File: src/hw/psc_pkg.sv
// Function
// - Power-down entry: CKE low, CS_n high; hold
// - Drive idle command the cycle after entry
// - No CKE drop during reads, writes, mode cmds
// - Entry allowed during activate/precharge/refresh
// - Bound power-down time for refresh needs
// - Exit: CKE high, CS_n high, hold
// - No command before exit latency passes
// - Two stable clocks before raising CKE
// - Read/mode read guard before CKE low
// - Write guard before CKE low
// - Write with auto precharge guard, one extra
// - Activate/precharge/refresh hold before CKE low
// - Mode write period before CKE low
// - Deep sleep entry encoding, then idle command
// - Deep sleep exit with stable clock, reinit
// - Clock stop in power-down after row timing
// - Clock stop with CKE high: CS_n high
// - Ready two clocks plus exit latency later
// - Idle encodings, CKE steady across cycles
`default_nettype none
package psc_pkg;
  // ****************************************
  // Widths and clock
  // ****************************************
  localparam int TMR_W = 8;
  localparam int CA_W = 10;
  localparam int TCK_PS = 40000;

  // ****************************************
  // Times in picoseconds
  // ****************************************
  localparam int DQSCK_MAX_PS = 5500;
  localparam int WR_PS = 15000;
  localparam int IHCKE_PS = 900;
  localparam int ISCKE_PS = 250;
  localparam int RCD_PS = 18000;
  localparam int RP_PS = 18000;
  localparam int REFI_PS = 3900000;

  // ****************************************
  // Counts in clock cycles
  // ****************************************
  localparam int READ_LAT = 3;
  localparam int WRITE_LAT = 1;
  localparam int BURST_LEN = 4;
  localparam int MODE_WR_CYC = 5;
  localparam int CKE_MIN_CYC = 3;
  localparam int XP_CYC = 2;
  localparam int STABLE_CLK_CYC = 2;

  // Round a time up to whole cycles, never below one
  function automatic int round_up(input int ps);
    int c;
    c = (ps + TCK_PS - 1) / TCK_PS;
    return (c < 1) ? 1 : c;
  endfunction

  localparam int RD_GUARD =
    READ_LAT + round_up(DQSCK_MAX_PS) + BURST_LEN / 2 + 1;
  localparam int WR_GUARD = WRITE_LAT + 1 + BURST_LEN / 2 + round_up(WR_PS);
  localparam int WRAP_GUARD = WR_GUARD + 1;
  localparam int IHCKE_CYC = round_up(IHCKE_PS);
  localparam int ISCKE_CYC = round_up(ISCKE_PS);
  localparam int RCD_CYC = round_up(RCD_PS);
  localparam int RP_CYC = round_up(RP_PS);
  localparam int PD_MAX_CYC = REFI_PS / TCK_PS;
  localparam int HOLD_CYC =
    (CKE_MIN_CYC > STABLE_CLK_CYC) ? CKE_MIN_CYC : STABLE_CLK_CYC;
  localparam int EXIT_CYC = (CKE_MIN_CYC > XP_CYC) ? CKE_MIN_CYC : XP_CYC;
  localparam int WAKE_DEEP_CYC = STABLE_CLK_CYC + ISCKE_CYC;
  localparam int WAKE_CS_CYC = STABLE_CLK_CYC + XP_CYC;

  // ****************************************
  // Pin encodings
  // ****************************************
  localparam logic [2:0] CA_DEEP = 3'h3;
  localparam logic [2:0] CA_IDLE = 3'h7;

  typedef enum logic [3:0] {
    ST_ACTIVE     = 4'h0,
    ST_PD_ENTER   = 4'h1,
    ST_PD_HOLD    = 4'h2,
    ST_PD         = 4'h3,
    ST_PD_CLKOFF  = 4'h4,
    ST_PD_WAKE    = 4'h5,
    ST_PD_EXIT    = 4'h6,
    ST_DEEP_ENTER  = 4'h7,
    ST_DEEP        = 4'h8,
    ST_DEEP_CLKOFF = 4'h9,
    ST_DEEP_WAKE   = 4'hA,
    ST_CS_STOP    = 4'hB,
    ST_CS_WAKE    = 4'hC
  } psc_state_type;

  typedef enum logic [2:0] {
    CMD_READ     = 3'h0,
    CMD_WRITE    = 3'h1,
    CMD_WRITE_AP = 3'h2,
    CMD_MODE_RD  = 3'h3,
    CMD_MODE_WR  = 3'h4,
    CMD_ACT      = 3'h5,
    CMD_PRE      = 3'h6,
    CMD_REF      = 3'h7
  } psc_cmd_type;
endpackage
`default_nettype wire

File: src/hw/psc_tmr_if.sv
`timescale 1ns/1ps
`default_nettype none
// Load request and busy flag of one hold-off timer
interface psc_tmr_if;
  logic                       load;
  logic [psc_pkg::TMR_W-1:0]  value;
  logic                       busy;
  modport timer (input load, input value, output busy);
  modport user (output load, output value, input busy);
endinterface
`default_nettype wire

File: src/hw/psc_timer.sv
`timescale 1ns/1ps
`default_nettype none
// Down counter; a load only ever lengthens the wait
module psc_timer (
  input wire logic   clk,
  input wire logic   reset,
  psc_tmr_if.timer   tif
);
  logic [psc_pkg::TMR_W-1:0] cnt_q;
  logic [psc_pkg::TMR_W-1:0] cnt_dec;
  logic [psc_pkg::TMR_W-1:0] cnt_d;

  // Count down, take the longer of remaining and loaded
  assign cnt_dec = (cnt_q != '0) ? cnt_q - 1'b1 : cnt_q;
  assign cnt_d = (tif.load && tif.value > cnt_dec) ? tif.value : cnt_dec;
  assign tif.busy = (cnt_q != '0);

  // Counter register
  always_ff @(posedge clk or posedge reset)
  begin
    if (reset)
      cnt_q <= '0;
    else
      cnt_q <= cnt_d;
  end
endmodule
`default_nettype wire

File: src/hw/psc_power_ctrl.sv
`timescale 1ns/1ps
`default_nettype none
module psc_power_ctrl #(
  parameter int PD_MAX_CYC = psc_pkg::PD_MAX_CYC
) (
  input  wire logic                       core_clk,
  input  wire logic                       reset,
  input  wire logic                       cmd_valid,
  input  wire psc_pkg::psc_cmd_type       cmd_kind,
  input  wire logic [psc_pkg::CA_W-1:0]   cmd_ca,
  input  wire logic                       pd_req,
  input  wire logic                       deep_req,
  input  wire logic                       stop_req,
  input  wire logic                       init_done,
  output logic                            cmd_ready_q,
  output logic                            mem_cke_q,
  output logic                            mem_cs_n_q,
  output logic [psc_pkg::CA_W-1:0]        mem_ca_q,
  output logic                            mem_clk_run_q,
  output logic                            in_pd_q,
  output logic                            active_pd_q,
  output logic                            in_deep_q,
  output logic                            reinit_q
);
  localparam int NTMR = 3;
  localparam int G = 0;
  localparam int R = 1;
  localparam int S = 2;
  localparam logic [psc_pkg::TMR_W-1:0] PD_MAX_W =
    psc_pkg::TMR_W'(PD_MAX_CYC);

  // ****************************************
  // Declarations
  // ****************************************
  psc_pkg::psc_state_type       state_q;
  psc_pkg::psc_state_type       state_d;
  logic                         cmd_take;
  logic                         guard_busy;
  logic                         row_busy;
  logic                         st_busy;
  logic                         st_load;
  logic [psc_pkg::TMR_W-1:0]    st_val;
  logic [psc_pkg::TMR_W-1:0]    guard_val;
  logic [psc_pkg::TMR_W-1:0]    row_val;
  logic [psc_pkg::TMR_W-1:0]    pd_cnt_q;
  logic                         pd_hit;
  logic                         ref_due_q;
  logic                         open_q;
  logic                         in_pd_d;
  logic                         in_deep_d;
  logic                         cke_d;
  logic                         cs_n_d;
  logic                         clk_run_d;
  logic [psc_pkg::CA_W-1:0]     ca_d;
  logic                         deep_exit;
  logic                         pd_exit_go;

  psc_tmr_if tmr [NTMR] ();

  // ****************************************
  // Hold-off timers: guard, row, state
  // ****************************************
  genvar gi;
  generate
    for (gi = 0; gi < NTMR; gi++)
    begin : g_tmr
      psc_timer u_tmr (
        .clk   (core_clk),
        .reset (reset),
        .tif   (tmr[gi])
      );
    end
  endgenerate

  // Command accepted only when the link is idle and awake
  assign cmd_take = cmd_valid && cmd_ready_q &&
    (state_q == psc_pkg::ST_ACTIVE);

  // Guard before CKE may fall, per command kind
  assign guard_val =
    (cmd_kind == psc_pkg::CMD_READ) ?
      psc_pkg::TMR_W'(psc_pkg::RD_GUARD) :
    (cmd_kind == psc_pkg::CMD_MODE_RD) ?
      psc_pkg::TMR_W'(psc_pkg::RD_GUARD) :
    (cmd_kind == psc_pkg::CMD_WRITE) ?
      psc_pkg::TMR_W'(psc_pkg::WR_GUARD) :
    (cmd_kind == psc_pkg::CMD_WRITE_AP) ?
      psc_pkg::TMR_W'(psc_pkg::WRAP_GUARD) :
    (cmd_kind == psc_pkg::CMD_MODE_WR) ?
      psc_pkg::TMR_W'(psc_pkg::MODE_WR_CYC) :
      psc_pkg::TMR_W'(psc_pkg::IHCKE_CYC);

  // Row timing that must finish before a clock stop
  assign row_val = (cmd_kind == psc_pkg::CMD_ACT) ?
    psc_pkg::TMR_W'(psc_pkg::RCD_CYC) :
    psc_pkg::TMR_W'(psc_pkg::RP_CYC);

  // Timer connections
  assign tmr[G].load = cmd_take;
  assign tmr[G].value = guard_val;
  assign tmr[R].load = cmd_take && (cmd_kind == psc_pkg::CMD_ACT ||
    cmd_kind == psc_pkg::CMD_PRE);
  assign tmr[R].value = row_val;
  assign tmr[S].load = st_load;
  assign tmr[S].value = st_val;
  assign guard_busy = tmr[G].busy;
  assign row_busy = tmr[R].busy;
  assign st_busy = tmr[S].busy;

  // Refresh bound on time spent in power-down
  assign pd_hit = (pd_cnt_q >= PD_MAX_W);
  assign pd_exit_go = !pd_req || pd_hit;
  assign deep_exit = (state_q == psc_pkg::ST_DEEP_WAKE) && !st_busy;

  // ****************************************
  // State machine
  // ****************************************
  always_comb
  begin
    state_d = state_q;
    st_load = 1'b0;
    st_val = '0;
    case (state_q)
      psc_pkg::ST_ACTIVE:
      begin
        // Entry waits out every command guard
        if (!cmd_take && !guard_busy)
        begin
          if (deep_req)
            state_d = psc_pkg::ST_DEEP_ENTER;
          else if (pd_req && !ref_due_q)
            state_d = psc_pkg::ST_PD_ENTER;
          else if (stop_req && !row_busy)
            state_d = psc_pkg::ST_CS_STOP;
        end
      end
      psc_pkg::ST_PD_ENTER:
      begin
        // Hold CKE low and keep the clock for three cycles
        state_d = psc_pkg::ST_PD_HOLD;
        st_load = 1'b1;
        st_val = psc_pkg::TMR_W'(psc_pkg::HOLD_CYC);
      end
      psc_pkg::ST_PD_HOLD:
      begin
        if (!st_busy)
          state_d = psc_pkg::ST_PD;
      end
      psc_pkg::ST_PD:
      begin
        if (pd_exit_go)
        begin
          state_d = psc_pkg::ST_PD_WAKE;
          st_load = 1'b1;
          st_val = psc_pkg::TMR_W'(psc_pkg::STABLE_CLK_CYC);
        end
        else if (stop_req && !row_busy)
          state_d = psc_pkg::ST_PD_CLKOFF;
      end
      psc_pkg::ST_PD_CLKOFF:
      begin
        if (pd_exit_go || !stop_req)
        begin
          state_d = psc_pkg::ST_PD_WAKE;
          st_load = 1'b1;
          st_val = psc_pkg::TMR_W'(psc_pkg::STABLE_CLK_CYC);
        end
      end
      psc_pkg::ST_PD_WAKE:
      begin
        // Clock runs stable before CKE rises
        if (!st_busy)
        begin
          state_d = psc_pkg::ST_PD_EXIT;
          st_load = 1'b1;
          st_val = psc_pkg::TMR_W'(psc_pkg::EXIT_CYC);
        end
      end
      psc_pkg::ST_PD_EXIT:
      begin
        if (!st_busy)
          state_d = psc_pkg::ST_ACTIVE;
      end
      psc_pkg::ST_DEEP_ENTER:
      begin
        // Next cycle is an idle command; clock kept three cycles
        state_d = psc_pkg::ST_DEEP;
        st_load = 1'b1;
        st_val = psc_pkg::TMR_W'(psc_pkg::HOLD_CYC);
      end
      psc_pkg::ST_DEEP:
      begin
        if (!st_busy && !deep_req)
        begin
          state_d = psc_pkg::ST_DEEP_WAKE;
          st_load = 1'b1;
          st_val = psc_pkg::TMR_W'(psc_pkg::WAKE_DEEP_CYC);
        end
        else if (!st_busy && stop_req)
          state_d = psc_pkg::ST_DEEP_CLKOFF;
      end
      psc_pkg::ST_DEEP_CLKOFF:
      begin
        if (!deep_req || !stop_req)
        begin
          state_d = psc_pkg::ST_DEEP_WAKE;
          st_load = 1'b1;
          st_val = psc_pkg::TMR_W'(psc_pkg::WAKE_DEEP_CYC);
        end
      end
      psc_pkg::ST_DEEP_WAKE:
      begin
        if (!st_busy)
        begin
          state_d = psc_pkg::ST_PD_EXIT;
          st_load = 1'b1;
          st_val = psc_pkg::TMR_W'(psc_pkg::EXIT_CYC);
        end
      end
      psc_pkg::ST_CS_STOP:
      begin
        if (!stop_req)
        begin
          state_d = psc_pkg::ST_CS_WAKE;
          st_load = 1'b1;
          st_val = psc_pkg::TMR_W'(psc_pkg::WAKE_CS_CYC);
        end
      end
      psc_pkg::ST_CS_WAKE:
      begin
        if (!st_busy)
          state_d = psc_pkg::ST_ACTIVE;
      end
      default:
        state_d = psc_pkg::ST_ACTIVE;
    endcase
  end

  // ****************************************
  // Pin decode from the next state
  // ****************************************
  // CKE high only while awake or leaving power-down
  assign cke_d = (state_d == psc_pkg::ST_ACTIVE) ||
    (state_d == psc_pkg::ST_PD_EXIT) ||
    (state_d == psc_pkg::ST_CS_STOP) ||
    (state_d == psc_pkg::ST_CS_WAKE);

  // CS_n low only for a command or deep sleep entry
  assign cs_n_d = !(cmd_take || state_d == psc_pkg::ST_DEEP_ENTER);

  // CA carries the command, deep sleep code or NO_OPERATION code
  assign ca_d = cmd_take ? cmd_ca :
    (state_d == psc_pkg::ST_DEEP_ENTER) ?
      {{(psc_pkg::CA_W-3){1'b1}}, psc_pkg::CA_DEEP} :
      {{(psc_pkg::CA_W-3){1'b1}}, psc_pkg::CA_IDLE};

  // Clock stopped only in the clock-off states and in ST_CS_STOP
  assign clk_run_d = !(state_d == psc_pkg::ST_PD_CLKOFF ||
    state_d == psc_pkg::ST_DEEP_CLKOFF ||
    state_d == psc_pkg::ST_CS_STOP);

  // Status decode
  assign in_pd_d = (state_d == psc_pkg::ST_PD_ENTER) ||
    (state_d == psc_pkg::ST_PD_HOLD) || (state_d == psc_pkg::ST_PD) ||
    (state_d == psc_pkg::ST_PD_CLKOFF) || (state_d == psc_pkg::ST_PD_WAKE);
  assign in_deep_d = (state_d == psc_pkg::ST_DEEP_ENTER) ||
    (state_d == psc_pkg::ST_DEEP) || (state_d == psc_pkg::ST_DEEP_CLKOFF) ||
    (state_d == psc_pkg::ST_DEEP_WAKE);

  // ****************************************
  // Registers
  // ****************************************
  // State and pins
  always_ff @(posedge core_clk or posedge reset)
  begin
    if (reset)
    begin
      state_q <= psc_pkg::ST_ACTIVE;
      mem_cke_q <= 1'b1;
      mem_cs_n_q <= 1'b1;
      mem_ca_q <= '1;
      mem_clk_run_q <= 1'b1;
    end
    else
    begin
      state_q <= state_d;
      mem_cke_q <= cke_d;
      mem_cs_n_q <= cs_n_d;
      mem_ca_q <= ca_d;
      mem_clk_run_q <= clk_run_d;
    end
  end

  // Status outputs; ready waits out exit latency
  always_ff @(posedge core_clk or posedge reset)
  begin
    if (reset)
    begin
      cmd_ready_q <= 1'b1;
      in_pd_q <= 1'b0;
      active_pd_q <= 1'b0;
      in_deep_q <= 1'b0;
    end
    else
    begin
      cmd_ready_q <= (state_d == psc_pkg::ST_ACTIVE);
      in_pd_q <= in_pd_d;
      active_pd_q <= in_pd_d && open_q;
      in_deep_q <= in_deep_d;
    end
  end

  // Open-row tracking; precharge closes all rows
  always_ff @(posedge core_clk or posedge reset)
  begin
    if (reset)
      open_q <= 1'b0;
    else if (cmd_take && cmd_kind == psc_pkg::CMD_ACT)
      open_q <= 1'b1;
    else if (cmd_take && cmd_kind == psc_pkg::CMD_PRE)
      open_q <= 1'b0;
    else if (deep_exit)
      open_q <= 1'b0;
  end

  // Power-down dwell counter
  always_ff @(posedge core_clk or posedge reset)
  begin
    if (reset)
      pd_cnt_q <= '0;
    else if (!in_pd_d)
      pd_cnt_q <= '0;
    else if (!pd_hit)
      pd_cnt_q <= pd_cnt_q + 1'b1;
  end

  // Refresh owed after a forced exit; set wins
  always_ff @(posedge core_clk or posedge reset)
  begin
    if (reset)
      ref_due_q <= 1'b0;
    else if (pd_hit && in_pd_q && !in_pd_d)
      ref_due_q <= 1'b1;
    else if (cmd_take && cmd_kind == psc_pkg::CMD_REF)
      ref_due_q <= 1'b0;
  end

  // Reinit needed after deep sleep; set wins
  always_ff @(posedge core_clk or posedge reset)
  begin
    if (reset)
      reinit_q <= 1'b0;
    else if (deep_exit)
      reinit_q <= 1'b1;
    else if (init_done)
      reinit_q <= 1'b0;
  end
endmodule
`default_nettype wire

File: config.mk
export PLATFORM = sky130hd
export DESIGN_NAME = psc_power_ctrl
export DESIGN_NICKNAME = d
export VERILOG_FILES = /design/src/hw/psc_pkg.sv /design/src/hw/psc_tmr_if.sv /design/src/hw/psc_timer.sv /design/src/hw/psc_power_ctrl.sv
export SDC_FILE = /design/constraint.sdc
export NUM_CORES = 1
export LEC_CHECK = 0
export ABC_AREA = 1
export BUFFER_PORTS_ARGS = -buffer_cell sky130_fd_sc_hd__buf_2
export CAP_MARGIN = 20
export CORE_MARGIN = 2
export CORE_UTILIZATION = 25
export CTS_CLUSTER_SIZE = 30
export DETAILED_ROUTE_END_ITERATION = 10
export GPL_TIMING_DRIVEN = 0
export HOLD_SLACK_MARGIN = 0.05
export SYNTH_ARGS = -nofsm -noshare
export SYNTH_HDL_FRONTEND = slang
export SYNTH_SLANG_ARGS = --single-unit
File: constraint.sdc
create_clock -name core_clk -period 2.5 [get_ports core_clk]
set_input_delay 0.125 -clock core_clk [delete_from_list [all_inputs] [get_ports core_clk]]
set_output_delay 0.125 -clock core_clk [all_outputs]
set_load 0.05 [all_outputs]
==> metrics.cfg <==
[routing]
wl_per_cell_um = 11.2
wirelength_mm = 8.07
via_count = 3041
drc = 0
first_pass_iters = 4
vias_per_cell = 4.22
dr.first_iter.drc_count = 82
ant_nets = 0

[timing]
min_period_over_period_pct = 94.3
slew_headroom_pct = 64.5
final-hold-violation-count = 0
final-max-slew-violation-count = 0
clock.fmax_ghz = 0.424
layout_min_cycle_time_ns = 2.36
setup_viol = 0
rsz0062_at_grt = true
worstMarginPinSlew_ns = 0.532
whs_ns = 0.0705
setup_slack_ns = 0.142
fin_skew_ns = 0.00460

[place]
place.detailed.hpwl_mm = 5.99
dp_slack_ns = -0.310
post_dp_cell_area_um2 = 3970
gp_congestion = 0.895
io_buffers = 37
place_inst = 684

[layout]
final.fill_count = 1442
final_cell_mix = 97 x nand2_1, 63 x inv_1, 46 x nor2_1
layout.cells.non_filler = 720
design_area_um2 = 4540
drive_gt1_share_pct = 31.9
final_common_cell = nand2_1
nets = 572
area.growth.synth_to_final_pct = 28.2

[setup_path]
endpoint_kind = register
cp_max_fo = 5
crit_family = simple AND/OR/NAND/NOR gates
critPathKind = reg -> reg
arrival_ns = 2.54
cp_cell_sequence = inv_2 > ha_4 > inv_2 > nor2_2 > nand2_1 > nand2_2 > nand3_4 > o21ai_4 > nand3_4 > ha_4 > nand2_2 > o21ai_2 > nand4_1 > nor2_2 > o21ai_2 > nand2_1 > o21ai_1
cp_data_required_time_ns = 2.68
cp.buffers_inverters = 2
slowest_stage = dfrtp_2
start_kind = register
max_stage_delay_ns = 0.44

[global_routing]
grtUsageTotal_pct = 10.8
grt_max_degree = 34
overflow = 0
grt_pass1_wl_mm = 13.0
grt_antenna_before_repair = 1
grt_pass1_vias = 2821

[synth]
synth_top_area_cell = dfrtp_1
synth_area_um2 = 3540
synth-main-ff-cell = dfrtp_1
synth_edf_count = 0
yosysUniqueCellTypes = 37
synthArstFlopShare_pct = 100
synth_seq_cells = 56
syn_nets = 500
syn_inst = 466
yosysTopAreaCellShare_pct = 29.7
synth.area.top_cells = dfrtp_1 30%, nand2_1 11%, dfstp_2 10%
yosysSeqAreaShare_pct = 40.0
ys_warn_count = 0
syn_avg_cell_area_um2 = 7.60

[pwr]
power_frac_seq_pct = 29.6
p_leak_nw = 2.23
combPwrFrac_pct = 56.2
p_sw_share_pct = 46.0
p_clk_share_pct = 14.2
intPower_w = 0.00270
power_switching_w = 0.00230
ir_drop_v = 0.000329
p_per_area_nw_per_um2 = 1100

[floorplanning]
fp.dieH_um = 123
dieArea_um2 = 15100
core_um2 = 13900
rows = 43
chipWidth_um = 123
io_pins = 38
initial_utilization_pct = 25.5

[status]
status = finished clean

[run]
cap_violations = 0

[clock_tree]
clkLatencyLatePin_ns = 0.29
cts_tree = done
cts_sinks = 56
htreeDepth = 2
clk_pin_slew_ns = 0.07
cts_root_buffer = clkbuf_16
cts_buffer_depth = 2
cts_made_buffers = 5

[worst_hold_path]
min_path_type = in -> reg

## repair_timing
action | 4_1_cts | 5_1_grt
gates resized for setup | 16 | 39
endpoints found under the setup margin | 6 | 6
hold buffers | 11 | 0
endpoints found under the hold margin | 32 | 0
setup buffers | 5 | 11
gates cloned | 0 | 0
pin swaps | 7 | 20
## cell usage after synthesis (all sizes together), types with 7 or more instances
library cell and instances:
a21oi 19, dfrtp 42, dfstp 14, ha 14, inv 79, nand2 113, nand3 32, nand4 7
nor2 64, nor3 7, o21ai 30, or2 12, xor2 11
## worst paths after layout
path                                  start                       to  depth (start not counted)  slack (ns)
min in group asynchronous             reset  g_tmr[0].u_tmr.cnt_q[4]                          3        0.41
worst max-delay path            pd_cnt_q[0]  g_tmr[2].u_tmr.cnt_q[0]                         17        0.14
worst min-delay path              cmd_ca[9]              mem_ca_q[9]                          2        0.07
max in group asynchronous             reset                mem_cke_q                          4        1.46
worst max register to register  pd_cnt_q[0]  g_tmr[2].u_tmr.cnt_q[0]                         17        0.14
worst min register to register  pd_cnt_q[7]              pd_cnt_q[7]                          2        0.50
## power groups by stage
stage | logic (W) | registers [W] | clock network (W)
after floorplan | 0.00172 | 0.00167 | 0
final | 0.00281 | 0.00148 | 0.000713
after global routing | 0.00316 | 0.00152 | 0.000775
after detailed placement | 0.00239 | 0.00149 | 0
after CTS | 0.00248 | 0.00148 | 0.000742
after global placement | 0.00237 | 0.00149 | 0
## metrics by stage
stage / setup TNS, ns / utilization [%] / power [W]
finish: 0 / 32.7 / 0.00501
global route: -0.143 / 32.7 / 0.00546
CTS: 0 / 31.2 / 0.00470
detailed placement: -1.28 / 28.6 / 0.00388
global placement: -1.39 / 28.5 / 0.00385
floorplan: 0 / - / 0.00339
## routing by layer
layer	global-route usage (%)	wire length (µm)
met5	0	0
met4	2.98	68
met3	2.44	332
met2	18.8	3860
met1	13.4	3810
## cell families (layout without fill, tap and decap cells)
group,Yosys count,in the layout,synth area share [%]
other cells,0,1,0
buf+inv,84,157,9.57
simple gates,240,240,32.3
fa+ha+maj,14,14,4.94
flops,56,56,40.0
xor+xnor,13,13,3.21
compound gates,59,59,9.92
## registers in the layout, summed over array words and instances, names as in the netlist, 4 cells and up
register	count
pd_cnt_q	8
mem_ca_q	10
g_tmr.u_tmr.cnt_q	24
state_q	4
## final cells by class
cell class                      instances  area, µm²  share of cell area, %
Multi-Input combinational cell        326       1940                   42.7
Sequential cell                        56       1420                   31.3
Timing Repair Buffer                   65        455                   10.0
Inverter                               79        299                   6.58
Tap cell                              180        225                   4.96
Clock buffer                            5        125                   2.75
Buffer                                  5       48.8                   1.07
Clock inverter                          3       21.3                  0.468
Antenna cell                            1       2.50                 0.0551
(Power assumes the default switching activity.)
